--- src/verilog/tic_params.svh ---
/*
 * Constants of the timer input-capture conditioning stage: register
 * offsets, field positions, reset values and divider settings.
 * Assumes inclusion by bare name from every file that needs them.
 */
`ifndef TIC_PARAMS_SVH
`define TIC_PARAMS_SVH

// ----------------------------------------------------------------
// Register offsets (byte addresses)
// ----------------------------------------------------------------
`define TIC_ADDR_W      8
`define TIC_OFS_CTL01   8'h18
`define TIC_OFS_CTL23   8'h1c
`define TIC_OFS_CHEN    8'h20
`define TIC_OFS_STAT    8'h24

// ----------------------------------------------------------------
// Field layout within one channel byte
// ----------------------------------------------------------------
`define TIC_NCH         4
`define TIC_MS_LSB      0
`define TIC_PSC_LSB     2
`define TIC_FLT_LSB     4
`define TIC_HI_CH_LSB   8

// ----------------------------------------------------------------
// Reset values and timing
// ----------------------------------------------------------------
`define TIC_CTL_RST     8'h00
`define TIC_CHEN_RST    4'h0
`define TIC_DTS_DIV     1
`define TIC_DIV_W       5

`endif

--- src/verilog/tic_pkg.sv ---
/*
 * Types of the timer input-capture conditioning stage.
 * Assumes tic_params.svh is on the include path.
 */
`include "tic_params.svh"

package tic_pkg;

   // ----------------------------------------------------------------
   // Channel direction and capture source
   // ----------------------------------------------------------------
   typedef enum logic [1:0] {
      TIC_MS_OUT   = 2'h0,
      TIC_MS_OWN   = 2'h1,
      TIC_MS_NEIGH = 2'h2,
      TIC_MS_TRIG  = 2'h3
   } tic_mode_e;

   // ----------------------------------------------------------------
   // Carriers and state
   // ----------------------------------------------------------------
   typedef struct packed {
      logic [`TIC_ADDR_W-1:0] addr;
      logic [31:0]            wdata;
      logic                   wr;
      logic                   rd;
   } tic_bus_req_s;

   typedef struct packed {
      logic       lvl;
      logic [2:0] cnt;
   } tic_filt_state_s;

   typedef struct packed {
      logic [`TIC_NCH-1:0][7:0] ctl;
      logic [`TIC_NCH-1:0]      chanEn;
      logic [`TIC_NCH-1:0]      sync1;
      logic [`TIC_NCH-1:0]      sync2;
      logic [`TIC_NCH-1:0]      sync3;
      logic [`TIC_NCH-1:0]      rawLvl;
      logic [7:0]               dtsCnt;
      logic [`TIC_DIV_W-1:0]    divCnt;
      logic [5:0]               tick;
      logic [`TIC_NCH-1:0][2:0] pscCnt;
      logic [`TIC_NCH-1:0]      prevSrc;
      logic [`TIC_NCH-1:0]      filtLvl;
      logic [`TIC_NCH-1:0]      capture;
      logic [31:0]              rdata;
   } tic_top_state_s;

endpackage : tic_pkg

--- src/verilog/tic_glitch_filter.sv ---
/*
 * One channel's digital glitch filter.
 * Assumes a synchronised sample and one-cycle tick pulses, index 0
 * being every kernel clock, 1..5 the dead-time base divided by 2..32.
 */
`timescale 1ns/10ps
`include "tic_params.svh"

module tic_glitch_filter
(
   // Clock and reset
   input  wire logic       core_clk,
   input  wire logic       rstN,
   // Sample and setting
   input  wire logic       sample,
   input  wire logic [3:0] filtSel,
   input  wire logic [5:0] ticks,
   // Filtered level
   output logic            filtLevel
);

   tic_pkg::tic_filt_state_s st_reg;
   tic_pkg::tic_filt_state_s st_next;
   logic [2:0]               needM1;
   logic                     tickSel;

   // ----------------------------------------------------------------
   // Sample count and rate per setting
   // ----------------------------------------------------------------
   always_comb
   begin
      unique case (filtSel)
         4'h1:                      needM1 = 3'h1;
         4'h2:                      needM1 = 3'h3;
         4'h4, 4'h6, 4'h8:          needM1 = 3'h5;
         4'ha, 4'hd:                needM1 = 3'h4;
         4'hb, 4'he:                needM1 = 3'h5;
         default:                   needM1 = 3'h7;
      endcase
      unique case (filtSel)
         4'h4, 4'h5:                tickSel = ticks[1];
         4'h6, 4'h7:                tickSel = ticks[2];
         4'h8, 4'h9:                tickSel = ticks[3];
         4'ha, 4'hb, 4'hc:          tickSel = ticks[4];
         4'hd, 4'he, 4'hf:          tickSel = ticks[5];
         default:                   tickSel = ticks[0];
      endcase
   end

   // ----------------------------------------------------------------
   // Counting of consecutive samples at the new level
   // ----------------------------------------------------------------
   always_comb
   begin
      st_next = st_reg;
      if (filtSel == 4'h0)
      begin
         st_next.lvl = sample;
         st_next.cnt = 3'h0;
      end
      else if (tickSel)
      begin
         if (sample == st_reg.lvl)
            st_next.cnt = 3'h0;
         // A count left above a lowered limit by a setting change
         // qualifies at once rather than wrapping round
         else if (st_reg.cnt >= needM1)
         begin
            st_next.lvl = sample;
            st_next.cnt = 3'h0;
         end
         else
            st_next.cnt = st_reg.cnt + 3'h1;
      end
   end

   always_ff @(posedge core_clk or negedge rstN)
   begin
      if (!rstN)
         st_reg <= '0;
      else
         st_reg <= st_next;
   end

   assign filtLevel = st_reg.lvl;
endmodule : tic_glitch_filter

--- src/verilog/tic_capture_cond.sv ---
/*
 * Input-capture conditioning stage of a four-channel timer: glitch
 * filters, capture source selection, edge prescalers and their
 * control registers on a simple strobe port.
 * Assumes the channel inputs are asynchronous pins, the internal
 * trigger comes from logic on core_clk, and the capture path that
 * consumes captureEvent is outside this block.
 */
`timescale 1ns/10ps
`include "tic_params.svh"

module tic_capture_cond
#(
   parameter int DTS_DIV = `TIC_DTS_DIV
)
(
   // Clock and reset
   input  wire logic                   core_clk,
   input  wire logic                   rst_b,
   // Register port
   input  wire logic [`TIC_ADDR_W-1:0] regAddr,
   input  wire logic [31:0]            regWdata,
   input  wire logic                   regWr,
   input  wire logic                   regRd,
   output logic [31:0]                 regRdata,
   // Channel inputs
   input  wire logic [`TIC_NCH-1:0]    channelRawInput,
   input  wire logic                   internalTrigger,
   // Conditioned outputs
   output logic [`TIC_NCH-1:0]         filteredLevel,
   output logic [`TIC_NCH-1:0]         captureEvent
);

   // ----------------------------------------------------------------
   // Parameter checks
   // ----------------------------------------------------------------
   generate
      if (DTS_DIV < 1 || DTS_DIV > 256)
      begin : g_bad_div
         $error("DTS_DIV must lie between 1 and 256");
      end
   endgenerate

   localparam logic [7:0] DtsLast = 8'(DTS_DIV - 1);

   // ----------------------------------------------------------------
   // Reset release
   // ----------------------------------------------------------------
   logic [1:0] rstSync_reg;
   logic       rstN;

   always_ff @(posedge core_clk or negedge rst_b)
   begin
      if (!rst_b)
         rstSync_reg <= 2'h0;
      else
         rstSync_reg <= {rstSync_reg[0], 1'b1};
   end

   assign rstN = rstSync_reg[1];

   // ----------------------------------------------------------------
   // State and helpers
   // ----------------------------------------------------------------
   tic_pkg::tic_top_state_s  st_reg;
   tic_pkg::tic_top_state_s  st_next;
   tic_pkg::tic_bus_req_s    bus;
   tic_pkg::tic_mode_e       mode [`TIC_NCH];
   logic [`TIC_NCH-1:0]      filtOut;
   logic [`TIC_NCH-1:0]      srcLvl;
   logic [`TIC_NCH-1:0]      srcEdge;
   logic [`TIC_NCH-1:0][2:0] pscLast;
   logic                     wrCtl01;
   logic                     wrCtl23;

   assign bus.addr  = regAddr;
   assign bus.wdata = regWdata;
   assign bus.wr    = regWr;
   assign bus.rd    = regRd;
   assign wrCtl01   = bus.wr && (bus.addr == `TIC_OFS_CTL01);
   assign wrCtl23   = bus.wr && (bus.addr == `TIC_OFS_CTL23);

   // ----------------------------------------------------------------
   // Per-channel filter, source select and prescaler limit
   // ----------------------------------------------------------------
   generate
      for (genvar i = 0; i < `TIC_NCH; i++)
      begin : g_ch
         tic_glitch_filter u_filt
         (
            .core_clk  (core_clk),
            .rstN      (rstN),
            .sample    (st_reg.rawLvl[i]),
            .filtSel   (st_reg.ctl[i][`TIC_FLT_LSB+:4]),
            .ticks     (st_reg.tick),
            .filtLevel (filtOut[i])
         );

         always_comb
         begin
            mode[i] = tic_pkg::tic_mode_e'(st_reg.ctl[i][`TIC_MS_LSB+:2]);
            unique case (mode[i])
               tic_pkg::TIC_MS_OWN:   srcLvl[i] = filtOut[i];
               tic_pkg::TIC_MS_NEIGH: srcLvl[i] = filtOut[i^1];
               tic_pkg::TIC_MS_TRIG:  srcLvl[i] = internalTrigger;
               tic_pkg::TIC_MS_OUT:   srcLvl[i] = 1'b0;
            endcase
            unique case (st_reg.ctl[i][`TIC_PSC_LSB+:2])
               2'h0: pscLast[i] = 3'h0;
               2'h1: pscLast[i] = 3'h1;
               2'h2: pscLast[i] = 3'h3;
               2'h3: pscLast[i] = 3'h7;
            endcase
         end

         assign srcEdge[i] = srcLvl[i] && !st_reg.prevSrc[i];
      end
   endgenerate

   // ----------------------------------------------------------------
   // Next state
   // ----------------------------------------------------------------
   always_comb
   begin
      st_next = st_reg;

      // Three-stage capture of the pins; a level counts once the
      // last two stages agree, so one metastable sample never does
      st_next.sync1 = channelRawInput;
      st_next.sync2 = st_reg.sync1;
      st_next.sync3 = st_reg.sync2;
      for (int i = 0; i < `TIC_NCH; i++)
      begin
         if (st_reg.sync2[i] == st_reg.sync3[i])
            st_next.rawLvl[i] = st_reg.sync3[i];
      end

      // Dead-time base tick and its binary divisions
      st_next.tick = 6'h01;
      if (st_reg.dtsCnt == DtsLast)
      begin
         st_next.dtsCnt = 8'h00;
         st_next.divCnt = st_reg.divCnt + 5'h01;
         st_next.tick[1] = st_reg.divCnt[0];
         st_next.tick[2] = &st_reg.divCnt[1:0];
         st_next.tick[3] = &st_reg.divCnt[2:0];
         st_next.tick[4] = &st_reg.divCnt[3:0];
         st_next.tick[5] = &st_reg.divCnt[4:0];
      end
      else
         st_next.dtsCnt = st_reg.dtsCnt + 8'h01;

      // Register writes; upper halves are reserved and dropped
      if (wrCtl01)
      begin
         for (int i = 0; i < 2; i++)
         begin
            st_next.ctl[i][7:2] = bus.wdata[8*i+2+:6];
            if (!st_reg.chanEn[i])
               st_next.ctl[i][1:0] = bus.wdata[8*i+:2];
         end
      end
      if (wrCtl23)
      begin
         for (int i = 2; i < 4; i++)
         begin
            st_next.ctl[i][7:2] = bus.wdata[8*(i-2)+2+:6];
            if (!st_reg.chanEn[i])
               st_next.ctl[i][1:0] = bus.wdata[8*(i-2)+:2];
         end
      end
      if (bus.wr && (bus.addr == `TIC_OFS_CHEN))
         st_next.chanEn = bus.wdata[`TIC_NCH-1:0];

      // Edge prescalers; a disabled channel restarts from zero
      st_next.prevSrc = srcLvl;
      st_next.filtLvl = filtOut;
      st_next.capture = '0;
      for (int i = 0; i < `TIC_NCH; i++)
      begin
         if (!st_reg.chanEn[i])
            st_next.pscCnt[i] = 3'h0;
         else if (srcEdge[i] && (mode[i] != tic_pkg::TIC_MS_OUT))
         begin
            // At or above the limit, so a lowered ratio never wraps
            if (st_reg.pscCnt[i] >= pscLast[i])
            begin
               st_next.pscCnt[i]  = 3'h0;
               st_next.capture[i] = 1'b1;
            end
            else
               st_next.pscCnt[i] = st_reg.pscCnt[i] + 3'h1;
         end
      end

      // Read data stand for the cycle after the strobe only
      st_next.rdata = 32'h0;
      if (bus.rd)
      begin
         unique case (bus.addr)
            `TIC_OFS_CTL01: st_next.rdata = {16'h0, st_reg.ctl[1],
                                             st_reg.ctl[0]};
            `TIC_OFS_CTL23: st_next.rdata = {16'h0, st_reg.ctl[3],
                                             st_reg.ctl[2]};
            `TIC_OFS_CHEN:  st_next.rdata = {28'h0, st_reg.chanEn};
            `TIC_OFS_STAT:  st_next.rdata = {28'h0, st_reg.filtLvl};
            default:        st_next.rdata = 32'h0;
         endcase
      end
   end

   always_ff @(posedge core_clk or negedge rstN)
   begin
      if (!rstN)
      begin
         st_reg        <= '0;
         st_reg.ctl    <= {`TIC_NCH{`TIC_CTL_RST}};
         st_reg.chanEn <= `TIC_CHEN_RST;
      end
      else
         st_reg <= st_next;
   end

   assign regRdata      = st_reg.rdata;
   assign filteredLevel = st_reg.filtLvl;
   assign captureEvent  = st_reg.capture;
endmodule : tic_capture_cond

--- config.mk ---
export PLATFORM = sky130hd
export DESIGN_NAME = tic_capture_cond
export DESIGN_NICKNAME = d
export VERILOG_FILES = /design/src/verilog/tic_pkg.sv /design/src/verilog/tic_glitch_filter.sv /design/src/verilog/tic_capture_cond.sv
export VERILOG_INCLUDE_DIRS = /design/src /design/src/verilog
export SDC_FILE = /design/constraint.sdc
export NUM_CORES = 1
export LEC_CHECK = 0
export BUFFER_PORTS_ARGS = -buffer_cell sky130_fd_sc_hd__buf_2
export CAP_MARGIN = 10
export CORE_ASPECT_RATIO = 0.8
export CORE_MARGIN = 2
export CORE_UTILIZATION = 30
export CTS_CLUSTER_DIAMETER = 150
export CTS_CLUSTER_SIZE = 28
export DETAILED_ROUTE_END_ITERATION = 10
export GPL_TIMING_DRIVEN = 0
export HOLD_SLACK_MARGIN = 0.02
export PLACE_DENSITY = 0.46
export SYNTH_ARGS = -nofsm -noshare
export SYNTH_HDL_FRONTEND = slang
export SYNTH_HIERARCHICAL = 1
export SYNTH_SLANG_ARGS = --single-unit
--- constraint.sdc ---
create_clock -name core_clk -period 3.6 [get_ports core_clk]
set_input_delay 0 -clock core_clk [delete_from_list [all_inputs] [get_ports core_clk]]
set_output_delay 0 -clock core_clk [all_outputs]
set_load 0.02 [all_outputs]
---- Word level (Yosys, flattened, before mapping) ----
Memory sizes are Yosys's and may differ from the RTL's.
Cells that the tools add are included.
Widths: inputs -> output; s select.
storage, ports and cells
  memory bits (read-only) ................. 192
  logic and storage cells ................. 290
  output and inout bits ................... 40
  input port bits ......................... 49
  memories ................................ 4
  bits in registers ....................... 145
operators by class
  reductions and logical operators ........ 72
  $add $sub $neg .......................... 10
  $lt $le $gt $ge ......................... 8
  multiplexer cells ....................... 64
  bitwise logic cells ..................... 4
  equality and inequality tests ........... 92
memories
  memory           words  bits a word  read ports  clocked after Yosys merged registers in  write ports  RTL line                 source
  (no name shown)  16     3            1           0                                        0            tic_glitch_filter.sv:32  unique case (filtSel)
  (no name shown)  16     3            1           0                                        0            tic_glitch_filter.sv:32
  (no name shown)  16     3            1           0                                        0            tic_glitch_filter.sv:32
  (no name shown)  16     3            1           0                                        0            tic_glitch_filter.sv:32
operators with widths
  operator             number
  $eq 4x4->1 const B   32
  $eq 4x3->1 const B   16
  $pmux 16 s4          1
  $mux 3               20
  $pmux 3 s4           4
  $eq 2x2->1 const B   16
  $mux 4               8
  $add 3x1->3 const B  8
  $ge 3x3->1           8
  $reduce_bool 2->1    12
  $reduce_or 2->1      12
  $reduce_or 3->1      8
  $mux 1               20
  $pmux 1 s5           4
  $eq 2x1->1 const B   8
  $eq 8x5->1 const B   2
  $eq 8x6->1 const B   2
  $logic_not 2->1      8
  $logic_not 4->1      4
  $mux 16              1
  $ne 2x1->1 const B   8
  $pmux 1 s4           4
  $reduce_and 3->1     5
  $logic_and 1x1->1    11
  11 further kinds     28

---- Logic depth before layout (Yosys ltp) ----
Gate-level depths: netlist (run 1).
  depth after elaboration ................. 6
  gate-level depth with buffers ........... 10

---- By module ----
Netlist (run 1), hierarchy kept.
modules (own cells, without submodules)
  module             area an instance (um^2)  cells an instance  times used
  tic_capture_cond   5,082.4                  418                1
  tic_glitch_filter  565.5                    65                 4

---- Least setup slack after synthesis (run 1) ----
OpenSTA, ideal clock, no wires.
  kind .................................... reg2reg
  start ................................... reg st_reg[99] in the netlist's numbering
  end ..................................... reg g_ch[0].u_filt.st_reg (netlist bit g_ch[0].u_filt/filtLevel)
  arrival ................................. 2.140 ns
  clock period less this slack ............ 2.265 ns
  data required time ...................... 3.475 ns
  slack ................................... 1.335 ns
  library setup time ...................... 0.125 ns
  cell stages (with the launch flop) ...... 9
  cells stage by stage .................... dfrtp_1 > inv_1 > ha_1 > mux4_2 > ha_1 > a21oi_1 > o21ai_0 > o21ai_1 > mux2_4
between the ends
  longest elaborated chain between the ends .. 5
  elaborated cells on any way between the ends .. 26
ends and longest elaborated chain
  item                                                  RTL line                 source
  start: declaration                                    tic_capture_cond.sv:65   tic_pkg::tic_top_state_s st_reg;
  start signal: assignment                              tic_capture_cond.sv:221  st_reg <= st_next;
  branches (longest 5 deep; another with $mem_v2 16x3)  --
  end signal: assignment                                tic_glitch_filter.sv:82  st_reg <= st_next;
  end: declaration                                      tic_glitch_filter.sv:22  tic_pkg::tic_filt_state_s st_reg;
Several ways; the timed one is not identified.
A chain may end at the register's enable or synchronous reset.

---- Worst setup path in the final report (run 1) ----
  start ................................... reg st_reg[100] in the netlist's numbering
  end ..................................... reg g_ch[0].u_filt.st_reg (netlist bit g_ch[0].u_filt/filtLevel)
Same word-level chain as after synthesis.

==> results_dict.tcl, run 1 <==
set metrics [dict create \
    synth.yosys.seq_area_share_pct 44.0 \
    gr-total-overflow 0 \
    cp.depth 9 \
    arrival_ns 2.88 \
    die_y_microns 144 \
    cts_resized 0 \
    status "complete, no violations" \
    use_met1_pct 19.3 \
    drive_above_1_share_pct 27.6 \
    cts_buffers 17 \
    clk_latency_ns 0.42 \
    netlist_area_sq_um 7340 \
    dieArea_sq_um 25800 \
    synth-main-ff-cell "dfrtp_1" \
    rr_worst_depth 9 \
    ys_types 56 \
    timing.setup.tns_ns 0 \
    place_hpwl_microns 11600 \
    vias 5052 \
    drt_iter0_drc 219 \
    crit_type "reg2reg" \
    min_path_cells 5 \
    period_minus_slack_ns 2.57 \
    start_util_pct 30.4 \
    die_w_microns 179 \
    yosys_warnings 6 \
    track_usage_pct 13.3 \
    cts_tree "built" \
    critPathCaptureType "register" \
    synth_edf_count 0 \
    core_area_sq_um 24200 \
    slowest_delay_ns 0.47 \
    syn_inst 678 \
    grt_first_pass_wirelength_microns 26000 \
    postSynthAreaPerCell_sq_um 10.8 \
    drtAntennaViolNets 0 \
    slew_headroom_pct 49.2 \
    vias_per_cell 4.49 \
    slew_violations 0 \
    async_reset_ff_share_pct 100 \
    ios 89 \
    skew_ns 0.00898 \
    place_congestion 0.759 \
    cp_slowest_cell "mux4_2" \
    synth_top_area_share_pct 44.0 \
    cts.sinks 129 \
    rsz0062_at_grt "false" \
    area_growth_pct 23.1 \
    p_leak_nw 4.25 \
    fmax_ghz 0.389 \
    numPortBuffers 56 \
    wire_per_inst_microns 14.2 \
    path_cells "inv_1 -> ha_1 -> inv_1 -> mux4_2 -> ha_1 -> a21oi_1 -> o21ai_0 -> o21ai_1 -> mux2_4" \
    grt_use_met3_pct 3.02 \
    antenna_found_initial 0 \
    ys_top_cells_by_area "dfrtp_1 (44%), ha_1 (10%), mux2_2 (6.3%)" \
    root_buffer "clkbuf_16" \
    htreeDepth 4 \
    diodes 0 \
    largest_reg_flops 71 \
    fin_crit_sh_pct 71.4 \
    maxCapViolations 0 \
    grt_max_degree 49 \
    firstDrtPassIters 4 \
    wl_microns 16000 \
    drc 0 \
    worstSetupStartpointType "register" \
    cp_max_fo 6 \
    worst_slew_pin_slew_ns 0.760 \
    whs_ns 0.0916 \
    synth_seq_cells 129 \
    grt_util_met2_pct 19.2 \
    rows 51 \
    yosys.cell_count.top_type "dfrtp_1" \
    fin_nets 905 \
    busiest_layer "met1" \
    path_clk_slew_ns 0.06 \
    path_buf_inv 2 \
    post-cts-setup-buffers 0 \
    cellPowerDensity_nw_per_um2 444 \
    finalHoldViolations 0 \
    ys_top_cells_by_count "dfrtp_1 (129), ha_1 (61), inv_1 (46), buf_4 (45), mux2_2 (41)" \
    grt_pass1_vias 4799 \
    hp-class "in2reg" \
    worstPathRequired_ns 3.91 \
    setup_viol 0 \
    ir_drop_uv 316 \
    hold_buffers 24 \
    clk_path_buf_depth 2 \
    synth_largest_area_cell "dfrtp_1" \
    critical_path.top_delay_family "multiplexers" \
]
## metrics by stage
stage	area (sq um)	util [%]	power, mW	std cells	setup slack [ns]
4_1_cts	9040	37.4	4.09	1126	1.02
5_1_grt	9040	37.4	4.21	1126	0.879
2_1_floorplan	7410	-	1.95	694	1.33
6_report	9040	37.4	4.01	1126	1.03
3_3_place_gp	8080	33.4	2.09	1068	0.381
3_5_place_dp	8140	33.7	2.10	1070	1.05
## worst paths after layout
| path | slack (ns) | endpoint | start |
|---|---|---|---|
| max reg2reg | 1.03 | g_ch[0].u_filt/filtLevel | st_reg[100] |
| max in group asynchronous | 2.38 | st_reg[124] | rstSync_reg[1] |
| max | 1.03 | g_ch[0].u_filt/filtLevel | st_reg[100] |
| min | 0.09 | regRdata[3] | regAddr[6] |
| min in group asynchronous | 0.32 | st_reg[50] | rstSync_reg[1] |
| min reg2reg | 0.32 | st_reg[50] | rstSync_reg[1] |
## worst register-to-register path, delay by kind of cell (launching register included)
family | cells | cell delay, ns
compound gates | 3 | 0.44
buf+inv | 2 | 0.22
flops | 1 | 0.44
fa+ha+maj | 2 | 0.59
mux | 2 | 0.79
## layer usage
layer / routed length (microns) / share of wire, % / vias up
met2: 6670 / 42 / 83
met1: 8540 / 53 / 2388
met3: 619 / 3.9 / 9
met5: 0 / 0 / -
met4: 184 / 1.1 / 0
li1: - / - / 2572
## layout make-up
type | count | area (sq um)
plain buffers | 58 | 413
clock buffers | 17 | 425
clock inverters | 15 | 231
fillers | 2375 | 15100
inverters | 46 | 173
multi-input cells | 461 | 3590
flip-flops and latches | 129 | 3230
well taps | 318 | 398
repair buffers | 82 | 576
## layout by cell type (no fill, tap or decap), types with 9 or more instances in the layout
cell / count
conb_1: 18
and2_1: 10
nor3_1: 17
nand2b_1: 12
dfrtp_1: 128
inv_1: 46
nor2_1: 40
dlygate4sd3_1: 24
o21ai_0: 18
a21oi_1: 28
nand3_1: 9
a22oi_1: 16
clkbuf_16: 17
ha_1: 61
nand2_1: 35
buf_2: 65
nor2b_1: 9
buf_4: 45
o211ai_1: 9
nor2_2: 9
mux2_2: 41
## power breakdown
part | switching [mW] | internal, mW
registers | 0.0943 | 1.52
logic | 0.242 | 0.237
clock network | 0.680 | 1.24
total | 1.02 | 2.99
## kinds of logic after synthesis
kind of cell | synth area share (%)
XOR/XNOR | 1.43
AO/OA/AOI/OAI | 11.8
multiplexers | 10.1
adder cells (fa/ha/maj) | 10.9
flip-flops | 44.0
other | 0.102
AND/OR/NAND/NOR | 13.7
buffers and inverters | 7.97
(Power assumes the default switching activity.)
==> inputs of run 2 (changes only) <==
==> constraint.sdc (replaced) <==
create_clock -name core_clk -period 2.31 [get_ports core_clk]
set_input_delay 0 -clock core_clk [delete_from_list [all_inputs] [get_ports core_clk]]
set_output_delay 0 -clock core_clk [all_outputs]
set_load 0.02 [all_outputs]
==> results_dict.tcl, run 2 (synthesis results as in run 1) <==
set metrics [dict create \
    drt_iter0_drc 240 \
    rows 51 \
    final_core_util_pct 39.5 \
    worstPathRequired_ns 2.61 \
    gr-total-overflow 0 \
    cts.sinks 129 \
    hp-class "in2reg" \
    dpl_cell_area_sq_um 8140 \
    worstSetupStartpointType "register" \
    fin_crit_sh_pct 101 \
    dieArea_sq_um 25800 \
    vias_per_cell 4.54 \
    cp_max_fo 4 \
    slew_headroom_pct 50.4 \
    drtAntennaViolNets 0 \
    dp_cells 1070 \
    track_usage_pct 13.6 \
    area_growth_pct 30.2 \
    status "finished, violations left" \
    crit_type "reg2reg" \
    stdcell_area_sq_um 9560 \
    clk_path_buf_depth 2 \
    ir_drop_uv 512 \
    maxCapViolations 0 \
    period_minus_slack_ns 2.32 \
    largest_reg_flops 71 \
    diodes 0 \
    min_path_cells 3 \
    htreeDepth 4 \
    worst_slew_pin_slew_ns 0.743 \
    fmax_ghz 0.430 \
    place_congestion 0.759 \
    arrival_ns 2.63 \
    clk_latency_ns 0.42 \
    hold_start "regRd" \
    slew_violations 0 \
    ios 89 \
    finalHoldViolations 0 \
    firstDrtPassIters 4 \
    root_buffer "clkbuf_16" \
    numPortBuffers 56 \
    drive_above_1_share_pct 35.9 \
    antenna_found_initial 0 \
    rr_worst_depth 8 \
    place_hpwl_microns 11600 \
    start_util_pct 30.4 \
    layout_commonest_cell "dfrtp_1" \
    wl_microns 16700 \
    grt_pass1_vias 4914 \
    grt_max_degree 49 \
    rsz0062_at_grt "true" \
    whs_endpoint "regRdata[3]" \
    dp_slack_ns -0.240 \
    critPathCaptureType "register" \
    grt_first_pass_wirelength_microns 26600 \
    p_leak_nw 4.39 \
    cellPowerDensity_nw_per_um2 668 \
    regToRegSetupSlack_ns -0.01 \
    wire_per_inst_microns 14.5 \
    failed_checks "negative setup slack" \
    skew_ns 0.00900 \
    layout_setup_ws_ns -0.0135 \
    core_area_sq_um 24200 \
    fin_nets 932 \
    rr_endpoint "g_ch[0].u_filt/filtLevel" \
    cts_buffers 17 \
    cts_tree "built" \
    fillers 2342 \
    mostFrequentLayoutCells "dfrtp_1 (123), buf_4 (68), buf_2 (65)" \
    reg2reg_from "st_reg[100]" \
    path_clk_slew_ns 0.06 \
    drc 0 \
    die_w_microns 179 \
    die_y_microns 144 \
    vias 5240 \
    stdcell_count 1153 \
    setup_viol 4 \
]
==> run 2: layer usage <==
metal / up-vias / part of all wire, % / global-route usage [%]
met3: 13 / 3.8 / 3.02
li1: 2621 / - / -
met5: - / 0 / 0
met2: 96 / 42 / 19.9
met4: 0 / 1.3 / 4.62
met1: 2510 / 53 / 19.7
==> run 2: worst max path at each step <==
stage / slack (ns) / startpoint / end / cells after the start
final: -0.01 / st_reg[100] / g_ch[0].u_filt/filtLevel / 8
after global routing: -0.11 / st_reg[100] / g_ch[0].u_filt/st_reg[1] / 8
after CTS: -0.03 / st_reg[100] / g_ch[0].u_filt/st_reg[0] / 8
after detailed placement: -0.24 / st_reg[99] / g_ch[0].u_filt/filtLevel / 8
after global placement: -0.91 / rstSync_reg[1] / regRdata[14] / 0
after floorplan: 0.04 / st_reg[99] / g_ch[0].u_filt/filtLevel / 8
==> run 2: repair_timing <==
item | in CTS | in global routing
hold buffers | 24 | 0
pin swaps | 9 | 8
gates cloned | 0 | 0
setup endpoints to repair | 16 | 16
hold endpoints to repair | 49 | 0
setup buffers | 22 | 5
resized for setup | 50 | 19
==> run 2: power by group <==
| group | switching [mW] | internal, mW |
|---|---|---|
| registers | 0.145 | 2.37 |
| clock network | 1.06 | 1.93 |
| logic | 0.428 | 0.451 |
| total | 1.64 | 4.75 |
==> run 2: cell type report <==
| cell class | instances | area [sq um] | area share (%) |
|---|---|---|---|
| Buffer | 58 | 413 | 4.32 |
| Clock buffer | 17 | 425 | 4.45 |
| Tap cell | 318 | 398 | 4.16 |
| Timing Repair Buffer | 109 | 793 | 8.30 |
| Sequential cell | 129 | 3240 | 33.9 |
| Inverter | 46 | 183 | 1.91 |
| Multi-Input combinational cell | 461 | 3880 | 40.6 |
| Clock inverter | 15 | 231 | 2.42 |
==> run 2: per-stage QoR <==
stage / hold slack, ns / setup TNS [ns] / total power, mW
6_report: 0.0864 / -0.0236 / 6.38
5_1_grt: 0.0788 / -1.00 / 6.69
4_1_cts: 0.0548 / -0.0901 / 6.46
3_5_place_dp: -0.211 / -2.38 / 3.28
3_3_place_gp: -0.214 / -116.66 / 3.26
2_1_floorplan: -0.296 / 0 / 3.04
==> run 2: critical path, stage by stage (launching register included) <==
cell and delay, ns:
dfrtp_2 0.44, inv_4 0.11, ha_4 0.20, mux4_2 0.50
ha_4 0.26, a21oi_2 0.14, o21ai_0 0.09, o21ai_1 0.15
mux2_4 0.32
==> inputs of run 3 (changes only) <==
--- a/config.mk
+++ b/config.mk
@@ -15,7 +15,6 @@
 export CTS_CLUSTER_SIZE = 28
 export DETAILED_ROUTE_END_ITERATION = 10
 export GPL_TIMING_DRIVEN = 0
-export HOLD_SLACK_MARGIN = 0.02
 export PLACE_DENSITY = 0.46
 export SYNTH_ARGS = -nofsm -noshare
 export SYNTH_HDL_FRONTEND = slang
==> constraint.sdc (replaced) <==
create_clock -name core_clk -period 2.31 [get_ports core_clk]
set_input_delay 0.5775 -clock core_clk [delete_from_list [all_inputs] [get_ports core_clk]]
set_output_delay 0.5775 -clock core_clk [all_outputs]
set_load 0.02 [all_outputs]
==> results_dict.tcl, run 3 (synthesis results as in run 1) <==
set metrics [dict create \
    slew_violations 0 \
    vias 5119 \
    fillers 2354 \
    grt_pass1_vias 4846 \
    mostFrequentLayoutCells "dfrtp_1 (123), buf_4 (68), buf_2 (65)" \
    failed_checks "negative setup slack" \
    htreeDepth 4 \
    die_w_microns 179 \
    fin_nets 909 \
    stdcell_area_sq_um 9330 \
    worstPathRequired_ns 2.62 \
    critPathCaptureType "register" \
    rows 51 \
    arrival_ns 2.63 \
    dpl_cell_area_sq_um 8140 \
    root_buffer "clkbuf_16" \
    die_y_microns 144 \
    cts.sinks 129 \
    worst_slew_pin_slew_ns 0.760 \
    cts_buffers 17 \
    start_util_pct 30.4 \
    slew_headroom_pct 49.2 \
    skew_ns 0.00958 \
    path_cells "inv_4 -> ha_4 -> mux4_2 -> ha_4 -> a21oi_2 -> o21ai_0 -> o21ai_1 -> mux2_4" \
    firstDrtPassIters 4 \
    cp_slowest_cell "mux4_2" \
    track_usage_pct 13.5 \
    period_minus_slack_ns 2.32 \
    clk_path_buf_depth 2 \
    slowest_delay_ns 0.50 \
    grt_first_pass_wirelength_microns 26400 \
    cts_tree "built" \
    drtAntennaViolNets 0 \
    dieArea_sq_um 25800 \
    stdcell_count 1130 \
    wl_microns 16500 \
    rsz0062_at_grt "true" \
    core_area_sq_um 24200 \
    place_hpwl_microns 11600 \
    ir_drop_uv 512 \
    numPortBuffers 56 \
    worstSetupStartpointType "register" \
    drt_iter0_drc 221 \
    wire_per_inst_microns 14.6 \
    fin_crit_sh_pct 101 \
    ios 89 \
    drive_above_1_share_pct 36.9 \
    status "finished, violations left" \
    critical_path.top_delay_family "multiplexers" \
    area_growth_pct 27.1 \
    timing.setup.tns_ns -0.0200 \
    final_core_util_pct 38.6 \
    layout_setup_ws_ns -0.0122 \
    fmax_ghz 0.431 \
    path_clk_slew_ns 0.06 \
    antenna_found_initial 0 \
    cellPowerDensity_nw_per_um2 681 \
    vias_per_cell 4.53 \
    path_common_cell "ha_4" \
    p_leak_nw 4.29 \
    drc 0 \
    grt_max_degree 49 \
    path_buf_inv 1 \
    gr-total-overflow 0 \
    diodes 0 \
    cp_max_fo 4 \
    hp-class "in2reg" \
    largest_reg_flops 71 \
    dp_cells 1070 \
    layout_commonest_cell "dfrtp_1" \
    setup_viol 4 \
    place_congestion 0.759 \
    crit_type "reg2reg" \
    maxCapViolations 0 \
    finalHoldViolations 0 \
    clk_latency_ns 0.42 \
]
[run 3: power breakdown]
group	total, mW	internal, mW	switching, mW
combinational	0.849	0.426	0.423
clock	3.00	1.93	1.07
sequential	2.51	2.37	0.144
[run 3: per-stage QoR]
stage | hold slack (ns) | setup WS (ns) | total power [mW]
detailed placement | 0.335 | -0.240 | 3.28
floorplan | 0.282 | 0.0447 | 3.04
global placement | 0.333 | -0.909 | 3.26
CTS | 0.231 | -0.0312 | 6.42
global route | 0.242 | -0.108 | 6.66
finish | 0.264 | -0.0122 | 6.36
[run 3: worst register-to-register path: stages, from the launching register on]
cell,delay [ns]
dfrtp_2,0.44
inv_4,0.11
ha_4,0.20
mux4_2,0.50
ha_4,0.26
a21oi_2,0.14
o21ai_0,0.09
o21ai_1,0.15
mux2_4,0.32
[run 3: layer usage]
layer  track usage [%]  part of all wire [%]  routed length [microns]
met1              19.5                    53                     8750
met2              19.8                    43                     7040
met3              3.10                   3.4                      559
met4              4.62                   1.0                      171
met5                 0                     0                        0
[run 3: what timing repair did]
action / in CTS / in global routing
setup endpoints to repair: 16 / 16
gates cloned: 0 / 0
pin swaps: 9 / 8
hold endpoints to repair: 2 / 0
gates resized for setup: 50 / 19
hold buffers: 1 / 0
setup buffers: 22 / 5
[run 3: path summary, 6_finish.rpt]
check,start,to,slack (ns),cells after the start
max in group asynchronous,rstSync_reg[1],st_reg[123],1.08,2
min in group asynchronous,rstSync_reg[1],st_reg[50],0.32,0
max reg2reg,st_reg[100],g_ch[0].u_filt/filtLevel,-0.01,8
min reg2reg,rstSync_reg[1],st_reg[50],0.32,0
max,st_reg[100],g_ch[0].u_filt/filtLevel,-0.01,8
min,channelRawInput[2],st_next[85],0.26,1
[run 3: cell type report]
class                      instances  area [sq um]  share of cell area (%)
clock buffer                      17           425                    4.56
tap                              318           398                    4.26
inverter                          46           183                    1.96
timing repair buffer              86           563                    6.03
buffer                            58           413                    4.42
multi-input combinational        461          3880                    41.6
sequential                       129          3240                    34.7
clock inverter                    15           231                    2.48
